$ cat src/shared/aps_regs.vh
// Register map, field positions, reset values and timing counts
`ifndef APS_REGS_VH
`define APS_REGS_VH

// ---------------------------------------------------------------
// Register byte offsets
// ---------------------------------------------------------------
`define APS_OFF_CTL0 8'h00
`define APS_OFF_CTL1 8'h04
`define APS_OFF_RESH 8'h08
`define APS_OFF_RESL 8'h0c
`define APS_OFF_FLAG 8'h10
`define APS_OFF_MAP 8'h14

// ---------------------------------------------------------------
// Field positions
// ---------------------------------------------------------------
`define APS_CTL0_ON 0
`define APS_CTL0_GO 2
`define APS_CTL0_CHS 5:3
`define APS_CTL0_CKS 7:6
`define APS_CTL1_FMT 7
`define APS_CTL1_CFG 3:0
`define APS_FLAG_DONE 0
`define APS_FLAG_IE 1
`define APS_MAP_MASK 7:0
`define APS_MAP_VPOS 8
`define APS_MAP_VNEG 9

// ---------------------------------------------------------------
// Reset values and small-package pin mask
// ---------------------------------------------------------------
`define APS_RST_BYTE 8'h00
`define APS_RST_CFG 4'h0
`define APS_SMALL_MASK 8'h1f

// ---------------------------------------------------------------
// Timing: clocks per bit period (minus one) and period counts
// ---------------------------------------------------------------
`define APS_DIV_2 6'h01
`define APS_DIV_8 6'h07
`define APS_DIV_32 6'h1f
`define APS_DIV_64 6'h3f
`define APS_CONV_LAST 4'hb
`define APS_WAIT_LAST 4'h1

`endif

$ cat src/logic/aps_sar.v
// Successive-approximation sequencer with bit-period prescaler
`include "aps_regs.vh"

module aps_sar (
    input wire i_clk,
    input wire i_rst,
    input wire i_start,
    input wire i_abort,
    input wire [1:0] i_div_sel,
    input wire i_cmp,
    output wire o_busy,
    output wire o_idle,
    output wire o_sample,
    output reg o_done,
    output reg [9:0] o_result,
    output wire [9:0] o_dac
);

    // ---------------------------------------------------------------
    // State codes
    // ---------------------------------------------------------------
    localparam [1:0] ST_IDLE = 2'h0;
    localparam [1:0] ST_CONV = 2'h1;
    localparam [1:0] ST_WAIT = 2'h2;

    reg [1:0] state_r;  // Sequencer state
    reg [5:0] pre_r;    // Clock count inside one bit period
    reg [3:0] per_r;    // Bit period index
    reg [9:0] sar_r;    // Trial code driven to the DAC
    reg [5:0] div_max;  // Last prescaler count for chosen clock
    wire tick;          // Last clock of a bit period
    wire [9:0] sar_nxt; // Trial code after this period

    assign tick = (pre_r == div_max);
    assign o_busy = (state_r == ST_CONV);
    assign o_idle = (state_r == ST_IDLE);
    assign o_sample = (state_r == ST_IDLE);  // Hold cap tracks input
    assign o_dac = sar_r;

    // Bit period length from the clock select field
    always @* begin
        case (i_div_sel)
            2'h0: div_max = `APS_DIV_2;
            2'h1: div_max = `APS_DIV_8;
            2'h2: div_max = `APS_DIV_32;
            default: div_max = `APS_DIV_64;
        endcase
    end

    // ---------------------------------------------------------------
    // Per-bit trial: set the next bit, decide the bit under test
    // ---------------------------------------------------------------
    genvar b;
    generate
        for (b = 0; b < 10; b = b + 1) begin : g_bit
            localparam integer SET_I = 9 - b;    // Period that sets the bit
            localparam integer DEC_I = 10 - b;   // Period that decides it
            localparam [3:0] P_SET = SET_I[3:0];
            localparam [3:0] P_DEC = DEC_I[3:0];
            // Comparator high keeps the bit, low drops it
            assign sar_nxt[b] = (per_r == P_SET) ? 1'b1 :
                                (per_r == P_DEC) ? (sar_r[b] & i_cmp) :
                                sar_r[b];
        end
    endgenerate

    // ---------------------------------------------------------------
    // Sequencer
    // ---------------------------------------------------------------
    always @(posedge i_clk) begin
        o_done <= 1'b0;
        if (i_rst) begin
            state_r <= ST_IDLE;
            pre_r <= 6'h00;
            per_r <= 4'h0;
            sar_r <= 10'h000;
            o_result <= 10'h000;
        end else begin
            case (state_r)
                // Acquiring: wait for a start request
                ST_IDLE: begin
                    if (i_start) begin
                        state_r <= ST_CONV;
                        pre_r <= 6'h00;
                        per_r <= 4'h0;
                        sar_r <= 10'h000;
                    end
                end
                // Converting: twelve bit periods in all
                ST_CONV: begin
                    if (i_abort) begin
                        state_r <= ST_WAIT;
                        pre_r <= 6'h00;
                        per_r <= 4'h0;
                    end else if (tick) begin
                        pre_r <= 6'h00;
                        if (per_r == `APS_CONV_LAST) begin
                            o_result <= sar_r;
                            o_done <= 1'b1;
                            state_r <= ST_WAIT;
                            per_r <= 4'h0;
                        end else begin
                            per_r <= per_r + 4'h1;
                            sar_r <= sar_nxt;
                        end
                    end else begin
                        pre_r <= pre_r + 6'h01;
                    end
                end
                // Two bit periods with the hold cap disconnected
                ST_WAIT: begin
                    if (tick) begin
                        pre_r <= 6'h00;
                        if (per_r == `APS_WAIT_LAST) begin
                            state_r <= ST_IDLE;
                        end else begin
                            per_r <= per_r + 4'h1;
                        end
                    end else begin
                        pre_r <= pre_r + 6'h01;
                    end
                end
                default: begin
                    state_r <= ST_IDLE;
                end
            endcase
        end
    end

endmodule

$ cat src/logic/aps_top.v
// Converter control: APB registers, pin map decode, conversion control
//
// What this block does
// - Load 10-bit result into result pair on completion
// - Clear start/busy bit when conversion finishes
// - Set completion flag with the result load
// - Codes 0010, 0011, 011x pin maps
// - Codes 0100, 0101, 1000 pin maps
// - Codes 1001, 1010, 1011 pin maps
// - Code 1100 map; small package lacks 5-7
// - Writing one to start/busy requests conversion
// - Two bit periods before next acquisition
// - Justify result by format bit, zero fill
// - Clearing start/busy aborts, result kept
// - Conversion lasts twelve bit periods
//
// The implementer's own choices: the register offsets and the APB register port.
`include "aps_regs.vh"

module aps_top #(
    parameter SMALL_PKG = 0
) (
    input wire I_CLK,
    input wire I_RST,
    input wire I_PSEL,
    input wire I_PENABLE,
    input wire I_PWRITE,
    input wire [7:0] I_PADDR,
    input wire [31:0] I_PWDATA,
    output wire [31:0] O_PRDATA,
    output wire O_PREADY,
    output wire O_PSLVERR,
    input wire I_CMP,
    output wire [9:0] O_DAC_CODE,
    output wire O_SAMPLE,
    output wire [2:0] O_CHANNEL,
    output wire O_ENABLED,
    output wire [7:0] O_ANALOG_MASK,
    output wire O_VREF_POS_EXT,
    output wire O_VREF_NEG_EXT,
    output wire O_COMPLETE_FLAG,
    output wire O_IRQ_ENABLE
);

    // ---------------------------------------------------------------
    // Registers
    // ---------------------------------------------------------------
    reg on_r;            // Converter switched on
    reg [2:0] chs_r;     // Selected input channel
    reg [1:0] cks_r;     // Conversion clock select
    reg fmt_r;           // Result format select, 1 = right
    reg [3:0] cfg_r;     // Port configuration code
    reg [7:0] resh_r;    // Result high byte
    reg [7:0] resl_r;    // Result low byte
    reg flag_r;          // Conversion complete flag
    reg ie_r;            // Conversion interrupt enable
    reg [31:0] prdata_r; // Read data captured in setup phase
    reg [7:0] mask_r;    // Analog pin mask
    reg vpos_r;          // Positive reference from pin 3
    reg vneg_r;          // Negative reference from pin 2
    reg cmp_s1_r;        // Comparator synchroniser, first stage
    reg cmp_s2_r;        // Comparator synchroniser, second stage

    reg [7:0] dec_mask;  // Decoded analog mask
    reg dec_vpos;        // Decoded positive reference
    reg dec_vneg;        // Decoded negative reference
    reg [31:0] rd_val;   // Read mux
    reg hit;             // Address is mapped

    wire busy;
    wire idle;
    wire done;
    wire [9:0] result;
    wire acc;
    wire wr;
    wire wr_ctl0;
    wire start;
    wire abort;

    // ---------------------------------------------------------------
    // APB handshake: one access cycle, no extra wait states
    // ---------------------------------------------------------------
    assign acc = I_PSEL & I_PENABLE;
    assign O_PREADY = acc;
    assign O_PSLVERR = acc & ~hit;
    assign O_PRDATA = prdata_r;
    assign wr = acc & I_PWRITE & hit;
    assign wr_ctl0 = wr & (I_PADDR == `APS_OFF_CTL0);

    // Start only from idle, with on already set and kept set
    assign start = wr_ctl0 & idle & on_r & I_PWDATA[`APS_CTL0_ON] &
                   I_PWDATA[`APS_CTL0_GO];
    // Dropping start/busy or switching off mid-conversion aborts
    assign abort = wr_ctl0 & busy &
                   ~(I_PWDATA[`APS_CTL0_GO] &
                     I_PWDATA[`APS_CTL0_ON]);

    // Address decode and read mux
    always @* begin
        hit = 1'b1;
        rd_val = 32'h0000_0000;
        case (I_PADDR)
            `APS_OFF_CTL0: begin
                rd_val[`APS_CTL0_CKS] = cks_r;
                rd_val[`APS_CTL0_CHS] = chs_r;
                rd_val[`APS_CTL0_GO] = busy;
                rd_val[`APS_CTL0_ON] = on_r;
            end
            `APS_OFF_CTL1: begin
                rd_val[`APS_CTL1_FMT] = fmt_r;
                rd_val[`APS_CTL1_CFG] = cfg_r;
            end
            `APS_OFF_RESH: rd_val[7:0] = resh_r;
            `APS_OFF_RESL: rd_val[7:0] = resl_r;
            `APS_OFF_FLAG: begin
                rd_val[`APS_FLAG_DONE] = flag_r;
                rd_val[`APS_FLAG_IE] = ie_r;
            end
            `APS_OFF_MAP: begin
                rd_val[`APS_MAP_MASK] = mask_r;
                rd_val[`APS_MAP_VPOS] = vpos_r;
                rd_val[`APS_MAP_VNEG] = vneg_r;
            end
            default: hit = 1'b0;
        endcase
    end

    // Read data latched in the setup cycle
    always @(posedge I_CLK) begin
        if (I_RST) begin
            prdata_r <= 32'h0000_0000;
        end else if (I_PSEL & ~I_PENABLE) begin
            prdata_r <= rd_val;
        end
    end

    // ---------------------------------------------------------------
    // Software registers
    // ---------------------------------------------------------------
    always @(posedge I_CLK) begin
        if (I_RST) begin
            on_r <= 1'b0;
            chs_r <= 3'h0;
            cks_r <= 2'h0;
            fmt_r <= 1'b0;
            cfg_r <= `APS_RST_CFG;
            ie_r <= 1'b0;
        end else if (wr) begin
            if (I_PADDR == `APS_OFF_CTL0) begin
                on_r <= I_PWDATA[`APS_CTL0_ON];
                chs_r <= I_PWDATA[`APS_CTL0_CHS];
                cks_r <= I_PWDATA[`APS_CTL0_CKS];
            end
            if (I_PADDR == `APS_OFF_CTL1) begin
                fmt_r <= I_PWDATA[`APS_CTL1_FMT];
                cfg_r <= I_PWDATA[`APS_CTL1_CFG];
            end
            if (I_PADDR == `APS_OFF_FLAG) begin
                ie_r <= I_PWDATA[`APS_FLAG_IE];
            end
        end
    end

    // Result pair: completion wins over a software write
    always @(posedge I_CLK) begin
        if (I_RST) begin
            resh_r <= `APS_RST_BYTE;
            resl_r <= `APS_RST_BYTE;
        end else if (done) begin
            if (fmt_r) begin
                resh_r <= {6'h00, result[9:8]};
                resl_r <= result[7:0];
            end else begin
                resh_r <= result[9:2];
                resl_r <= {result[1:0], 6'h00};
            end
        end else if (wr) begin
            if (I_PADDR == `APS_OFF_RESH) begin
                resh_r <= I_PWDATA[7:0];
            end
            if (I_PADDR == `APS_OFF_RESL) begin
                resl_r <= I_PWDATA[7:0];
            end
        end
    end

    // Completion flag: set wins over the software clear
    always @(posedge I_CLK) begin
        if (I_RST) begin
            flag_r <= 1'b0;
        end else if (done) begin
            flag_r <= 1'b1;
        end else if (wr & (I_PADDR == `APS_OFF_FLAG)) begin
            flag_r <= I_PWDATA[`APS_FLAG_DONE];
        end
    end

    // ---------------------------------------------------------------
    // Pin map decode
    // ---------------------------------------------------------------
    always @* begin
        dec_vpos = 1'b0;
        dec_vneg = 1'b0;
        case (cfg_r)
            4'h0: dec_mask = 8'hff;
            4'h1: begin
                dec_mask = 8'hf7;
                dec_vpos = 1'b1;
            end
            4'h2: dec_mask = 8'h1f;
            4'h3: begin
                dec_mask = 8'h17;
                dec_vpos = 1'b1;
            end
            4'h4: dec_mask = 8'h0b;
            4'h5: begin
                dec_mask = 8'h03;
                dec_vpos = 1'b1;
            end
            4'h6, 4'h7: dec_mask = 8'h00;
            4'h8: begin
                dec_mask = 8'hf3;
                dec_vpos = 1'b1;
                dec_vneg = 1'b1;
            end
            4'h9: dec_mask = 8'h3f;
            4'ha: begin
                dec_mask = 8'h37;
                dec_vpos = 1'b1;
            end
            4'hb: begin
                dec_mask = 8'h33;
                dec_vpos = 1'b1;
                dec_vneg = 1'b1;
            end
            4'hc: begin
                dec_mask = 8'h13;
                dec_vpos = 1'b1;
                dec_vneg = 1'b1;
            end
            // Remaining codes: all pins digital
            default: dec_mask = 8'h00;
        endcase
    end

    // Registered map; pins 5-7 absent on the small package
    always @(posedge I_CLK) begin
        if (I_RST) begin
            mask_r <= 8'h00;
            vpos_r <= 1'b0;
            vneg_r <= 1'b0;
        end else begin
            mask_r <= (SMALL_PKG != 0) ? (dec_mask & `APS_SMALL_MASK)
                                       : dec_mask;
            vpos_r <= dec_vpos;
            vneg_r <= dec_vneg;
        end
    end

    // Comparator pin synchroniser
    always @(posedge I_CLK) begin
        if (I_RST) begin
            cmp_s1_r <= 1'b0;
            cmp_s2_r <= 1'b0;
        end else begin
            cmp_s1_r <= I_CMP;
            cmp_s2_r <= cmp_s1_r;
        end
    end

    // ---------------------------------------------------------------
    // Conversion sequencer
    // ---------------------------------------------------------------
    aps_sar u_sar (
        .i_clk(I_CLK),
        .i_rst(I_RST),
        .i_start(start),
        .i_abort(abort),
        .i_div_sel(cks_r),
        .i_cmp(cmp_s2_r),
        .o_busy(busy),
        .o_idle(idle),
        .o_sample(O_SAMPLE),
        .o_done(done),
        .o_result(result),
        .o_dac(O_DAC_CODE)
    );

    assign O_CHANNEL = chs_r;
    assign O_ENABLED = on_r;
    assign O_ANALOG_MASK = mask_r;
    assign O_VREF_POS_EXT = vpos_r;
    assign O_VREF_NEG_EXT = vneg_r;
    assign O_COMPLETE_FLAG = flag_r;
    assign O_IRQ_ENABLE = ie_r;

endmodule

$ cat config.mk
export PLATFORM = sky130hd
export DESIGN_NAME = aps_top
export DESIGN_NICKNAME = d
export VERILOG_FILES = /design/src/logic/aps_sar.v /design/src/logic/aps_top.v
export VERILOG_INCLUDE_DIRS = /design/src /design/src/shared
export SDC_FILE = /design/constraint.sdc
export NUM_CORES = 1
export LEC_CHECK = 0
export ABC_CLOCK_PERIOD_IN_PS = 2700
export BUFFER_PORTS_ARGS = -buffer_cell sky130_fd_sc_hd__clkbuf_2
export CELL_PAD_IN_SITES_DETAIL_PLACEMENT = 1
export CELL_PAD_IN_SITES_GLOBAL_PLACEMENT = 1
export CORE_UTILIZATION = 39
export CTS_BUF_LIST = sky130_fd_sc_hd__clkbuf_4 sky130_fd_sc_hd__clkbuf_8 sky130_fd_sc_hd__clkbuf_16
export DETAILED_ROUTE_END_ITERATION = 8
export GPL_TIMING_DRIVEN = 0
export PLACE_DENSITY_LB_ADDON = 0.1
export SETUP_SLACK_MARGIN = 0.4
export SYNTH_ARGS = -nofsm -noshare
export SYNTH_HDL_FRONTEND = slang
export SYNTH_SLANG_ARGS = --single-unit
$ cat constraint.sdc
create_clock -name I_CLK -period 2.7 [get_ports I_CLK]
set_input_delay 0.27 -clock I_CLK [delete_from_list [all_inputs] [get_ports I_CLK]]
set_output_delay 0.27 -clock I_CLK [all_outputs]
set_load 0.1 [all_outputs]
# Word-level counts from Yosys, hierarchy flattened
# Index checks and enable logic that the tools add are counted.
[totals] ff_bits=84 out_inout_bits=61
[classes] add_sub_neg=2 n_eq_ne=50 mux=65 bitwise=30 n_reduce_logical=34
[op_table] op="$pmux W8 S11" count=1
[op_table] op="$mux W8" count=8
[op_table] op="$reduce_and A6 Y1" count=10
[op_table] op="$mux W10" count=4
[op_table] op="$eq A4 B4 Y1 const B" count=9
[op_table] op="$ne A3 B1 Y1 const B" count=12
[op_table] op="$pmux W6 S3" count=2
[op_table] op="$mux W1" count=26
[op_table] op="$and A1 B1 Y1" count=24
[op_table] op="$eq A4 B3 Y1 const B" count=6
[op_table] op="$mux W4" count=6
[op_table] op="$pmux W10 S2" count=1
[op_table] op="$mux W6" count=3
[op_table] op="$eq A4 B2 Y1 const B" count=4
[op_table] op="$eq A8 B4 Y1 const B" count=2
[op_table] op="$eq A8 B5 Y1 const B" count=2
[op_table] op="$mux W2" count=7
[op_table] op="$pmux W3 S4" count=1
[op_table] op="$pmux W4 S3" count=1
[op_table] op="$reduce_and A2 Y1" count=6
[op_table] op="$pmux W1 S5" count=2
[op_table] op="$pmux W2 S5" count=1
[op_table] op="$reduce_and A5 Y1" count=2
[op_table] op="$reduce_bool A2 Y1" count=5
[op_table] op="21 further kinds" count=36

# Logic depth before layout (Yosys ltp)
[logic_depth] ltp_word=11 mapped_depth=9 mapped_depth_nobuf=8

# Hierarchy
# Synthesis repeated with hierarchy kept, for this count alone.
[unflattened] hier_cells=535 hier_area_um2=4655.7
[by_module_without_submodules] mod="aps_top" n_inst=1 cells_per_inst=298 area_each_um2=2670.1 seq_area_each_um2=980.9
[by_module_without_submodules] mod="aps_sar" n_inst=1 cells_per_inst=237 area_each_um2=1985.7 seq_area_each_um2=660.6

# Worst setup path after synthesis
# OpenSTA, ideal clock, no wires.
[synth_path] path_type="input -> output" startpoint="input port I_PSEL" endpoint="output port O_PSLVERR" arrival_time_ps=3309 t_required_ps=2430 setup_slack_ps=-879 path_stages=2 path_cell_list="and2_1 -> a21boi_0"
[synth_via] elab_chain_cells=2
[synth_lines] element="from (decl)" line_no="aps_top.v:25" source="input wire I_PSEL,"
[synth_lines] element="$and A1 B1 Y1" line_no="aps_top.v:83" source="assign acc = I_PSEL & I_PENABLE;"
[synth_lines] element="$and A1 B1 Y1" line_no="aps_top.v:85" source="assign O_PSLVERR = acc & ~hit;"
[synth_lines] element="to (decl)" line_no="aps_top.v:32" source="output wire O_PSLVERR,"
# No other way between the ends.

# Worst setup path after layout
[layout_path] startpoint="register u_sar.state_r[1]" endpoint="register u_sar.sar_r[9] (netlist: u_sar.o_dac[9])"
[layout_via] elab_chain_cells=7 word_cells_on_any_way=16 classes_between="6 x eq/ne; 1 x mux; 6 x bitwise; 3 x reduce/logical"
[layout_lines] element="from (decl)" line_no="aps_sar.v:26" source="reg [1:0] state_r;"
[layout_lines] element="from (signal assigned)" line_no="aps_sar.v:73" source="state_r <= ST_IDLE;"
[layout_lines] element="from (signal assigned)" line_no="aps_sar.v:83" source="state_r <= ST_CONV;"
[layout_lines] element="from (signal assigned)" line_no="aps_sar.v:92" source="state_r <= ST_WAIT;"
[layout_lines] element="$logic_not A2 Y1" line_no="aps_sar.v:36, aps_sar.v:79"
[layout_lines] element="$and A1 B1 Y1 (4 in a row)" line_no="aps_top.v:91" source="assign start = wr_ctl0 & idle & on_r & I_PWDATA[`APS_CTL0_ON] &"
[layout_lines] element="$ne A2 B1 Y1 (no line)"
[layout_lines] element="$reduce_and A6 Y1 (no line)"
[layout_lines] element="to (signal assigned)" line_no="aps_sar.v:104" source="sar_r <= sar_nxt;"
[layout_lines] element="to (decl)" line_no="aps_sar.v:29" source="reg [9:0] sar_r;"
# Several ways; a longest one is shown, not always the timed one.
# A chain may end at the register's enable or synchronous reset.

==> flow_summary.ini <==
[layout]
drive_gt1_share_pct = 21.5
num_antenna_cells = 0
nets = 680
final_common_cell = dfxtp_1
final_cell_mix = 81 x dfxtp_1, 73 x nand2_1, 60 x clkbuf_2
area_delta_synth_final_pct = 18.4
fin_util_pct = 48.3
final_cell_area_um2 = 5080

[die]
rows = 37
die_w_um = 107
dieHeight_um = 107
coreArea_um2 = 10500
initial_core_util_pct = 40.8
io_pins = 107
die-area_um2 = 11400

[global_route]
overflow = 0
antenna_found_initial = 0
grt_pass1_wl_um = 21300
grt_pass1_vias = 4158
grt_use_total_pct = 24.2
grt_max_degree = 14

[place]
gp_congestion = 0.838
dpl_cell_area_um2 = 4840
post-dp-hpwl_um = 10300
port_buffers = 60
place_ws_ns = -0.0945

[status]
status = completed

[clock_network]
clkSinkCount = 82
clk_path_buf_depth = 2
cts_made_buffers = 9
cts_max_level = 3
clock_latency_ns = 0.37
cts-root-buf = clkbuf_8
clk_pin_slew_ns = 0.08
tritoncts = done
cts_hold_buffers = 0

[yosys]
ys_types = 64
ys_seq_elements = 82
synth_area_leaders = dfxtp_1 38%, nand2_1 6.5%, a21oi_1 6.4%
synth_top_area_share_pct = 38.3
ys.flop_type = dfxtp_1
ys_seq_area_share_pct = 38.3
synthCells = 528
async_flop_share_pct = 0
syn_area_um2 = 4290
synth_edf_count = 0
yosysTopAreaCell = dfxtp_1
avgSynthCellArea_um2 = 8.12
yosys_warnings = 0

[timing]
grt_setup_unrepaired = true
hold_violations = 0
finalCritPeriodShare_pct = 81.5
fin_worst_skew_ns = 0.00695
period_needed_ns = 2.20
setup_tns_ns = 0
maxSlewViolCount = 0
fin_ws_ns = 0.501
fin_hold_ws_ns = 0.108
max_freq_ghz = 0.455
worstMarginPinSlew_ns = 0.714
setup_viol = 0
timing.slew.headroom_pct = 52.1

[pwr]
vdd_drop_max_mv = 0.273
p_per_area_nw_per_um2 = 493
leakagePower_nw = 2.07

[critical_path]
end_kind = flop
endpoint = u_sar.o_dac[9]
crit_required_ns = 2.97
reg2reg_to = u_sar.o_dac[9]
path_max_fanout = 10
r2r_setup_slack_ns = 0.50
worstSetupStartpoint = u_sar.state_r[1]
cp-start-kind = flop
arrival_ns = 2.47
r2r_start = u_sar.state_r[1]
worstSetupPathType = reg2reg
reg2reg_depth = 9

[drt]
route.vias.total = 4163
first_pass_iters = 4
vias_per_cell = 5.44
wirelength_um = 13200
drt_iter0_drc = 217
antenna_left = 0
drcViolationCount = 0
detail_route.wl_per_cell_um = 17.2

[min_path]
min_path_type = in2reg
min_from = I_CMP

[flow_run]
maxCapViolations = 0
## stage by stage
step / total power (W) / std cells
after floorplan: 0.00159 / 549
after global placement: 0.00167 / 745
after detailed placement: 0.00167 / 745
after CTS: 0.00253 / 762
after global routing: 0.00259 / 765
final: 0.00250 / 765
## power by group
part	internal [W]	total, W	switching (W)	leakage [nW]
combinational	0.0000752	0.000414	0.000338	1.31
sequential	0.00122	0.00123	0.00000913	0.665
clock	0.000394	0.000861	0.000466	0.0905
total	0.00169	0.00250	0.000814	2.07
## worst min-delay path by stage
stage                     slack (ns)                to  cells past startpoint
after global routing            0.13          cmp_s1_r                      2
final                           0.11          cmp_s1_r                      2
after floorplan                 0.35  O_ANALOG_MASK[4]                      1
after global placement          0.43          cmp_s2_r                      1
after CTS                        0.1          cmp_s1_r                      2
after detailed placement        0.43          cmp_s2_r                      1
## layer usage
metal  vias to the layer above  GRT usage [%]  wire length, um
met1                      2012           29.4             5840
met5                         -              0                0
met2                       110           43.1             6570
met4                         0           9.00              185
met3                        13           3.34              579
li1                       2028              -                -
## flip-flops by register name, summed over array words and instances, names as in the netlist, 2 cells and up
register	cells
u_sar.per_r	4
cks_r	2
resl_r	8
cfg_r	4
O_PRDATA	10
u_sar.state_r	2
u_sar.o_dac	10
u_sar.pre_r	6
resh_r	8
O_ANALOG_MASK	6
O_CHANNEL	3
u_sar.o_result	10
## cell families after synthesis
kind of cell,after synthesis,share of synthesized area [%]
buf+inv,62,7.67
xor+xnor,6,1.23
compound gates,142,21.6
other cells,1,0.0875
flops,82,38.3
mux,17,4.14
fa+ha+maj,10,2.92
simple gates,208,24.1
## cell usage after synthesis, types with 4 or more instances
master	instances
a211oi_1	11
a21oi_1	55
a221oi_1	6
a22oi_1	6
a31oi_1	5
and2_1	6
and3_1	10
buf_4	25
clkbuf_1	21
dfxtp_1	82
ha_1	10
inv_1	12
mux2_2	5
mux2i_1	11
nand2_1	74
nand2b_1	4
nand3_1	18
nor2_1	53
nor2b_1	10
nor3_1	7
o21ai_0	26
or2_2	4
or3_1	4
xnor2_1	4
## cell type report
type	count	area [um2]
buffer	49	284
clock buffer	13	160
clock inverter	3	23.8
fill	1326	5430
inverter	13	48.8
multi-input combinational	405	2420
sequential	82	1640
tap	136	170
timing repair buffer	64	330
## what timing repair did
| action | 4_1_cts | 5_1_grt |
|---|---|---|
| cloned | 0 | 0 |
| endpoints found under the setup margin | 17 | 20 |
| pin swaps | 0 | 1 |
| setup buffers | 1 | 3 |
| gates resized for setup | 4 | 3 |
## critical path, stage by stage, from the launching register on
cell     delay (ns)
dfxtp_1        0.35
inv_1          0.12
ha_1           0.16
buf_4          0.19
inv_1          0.09
a41oi_2        0.20
nand2_2        0.14
o311a_4        0.37
a311o_1        0.28
a32o_1         0.20
Power figures use the tool's default switching activity.
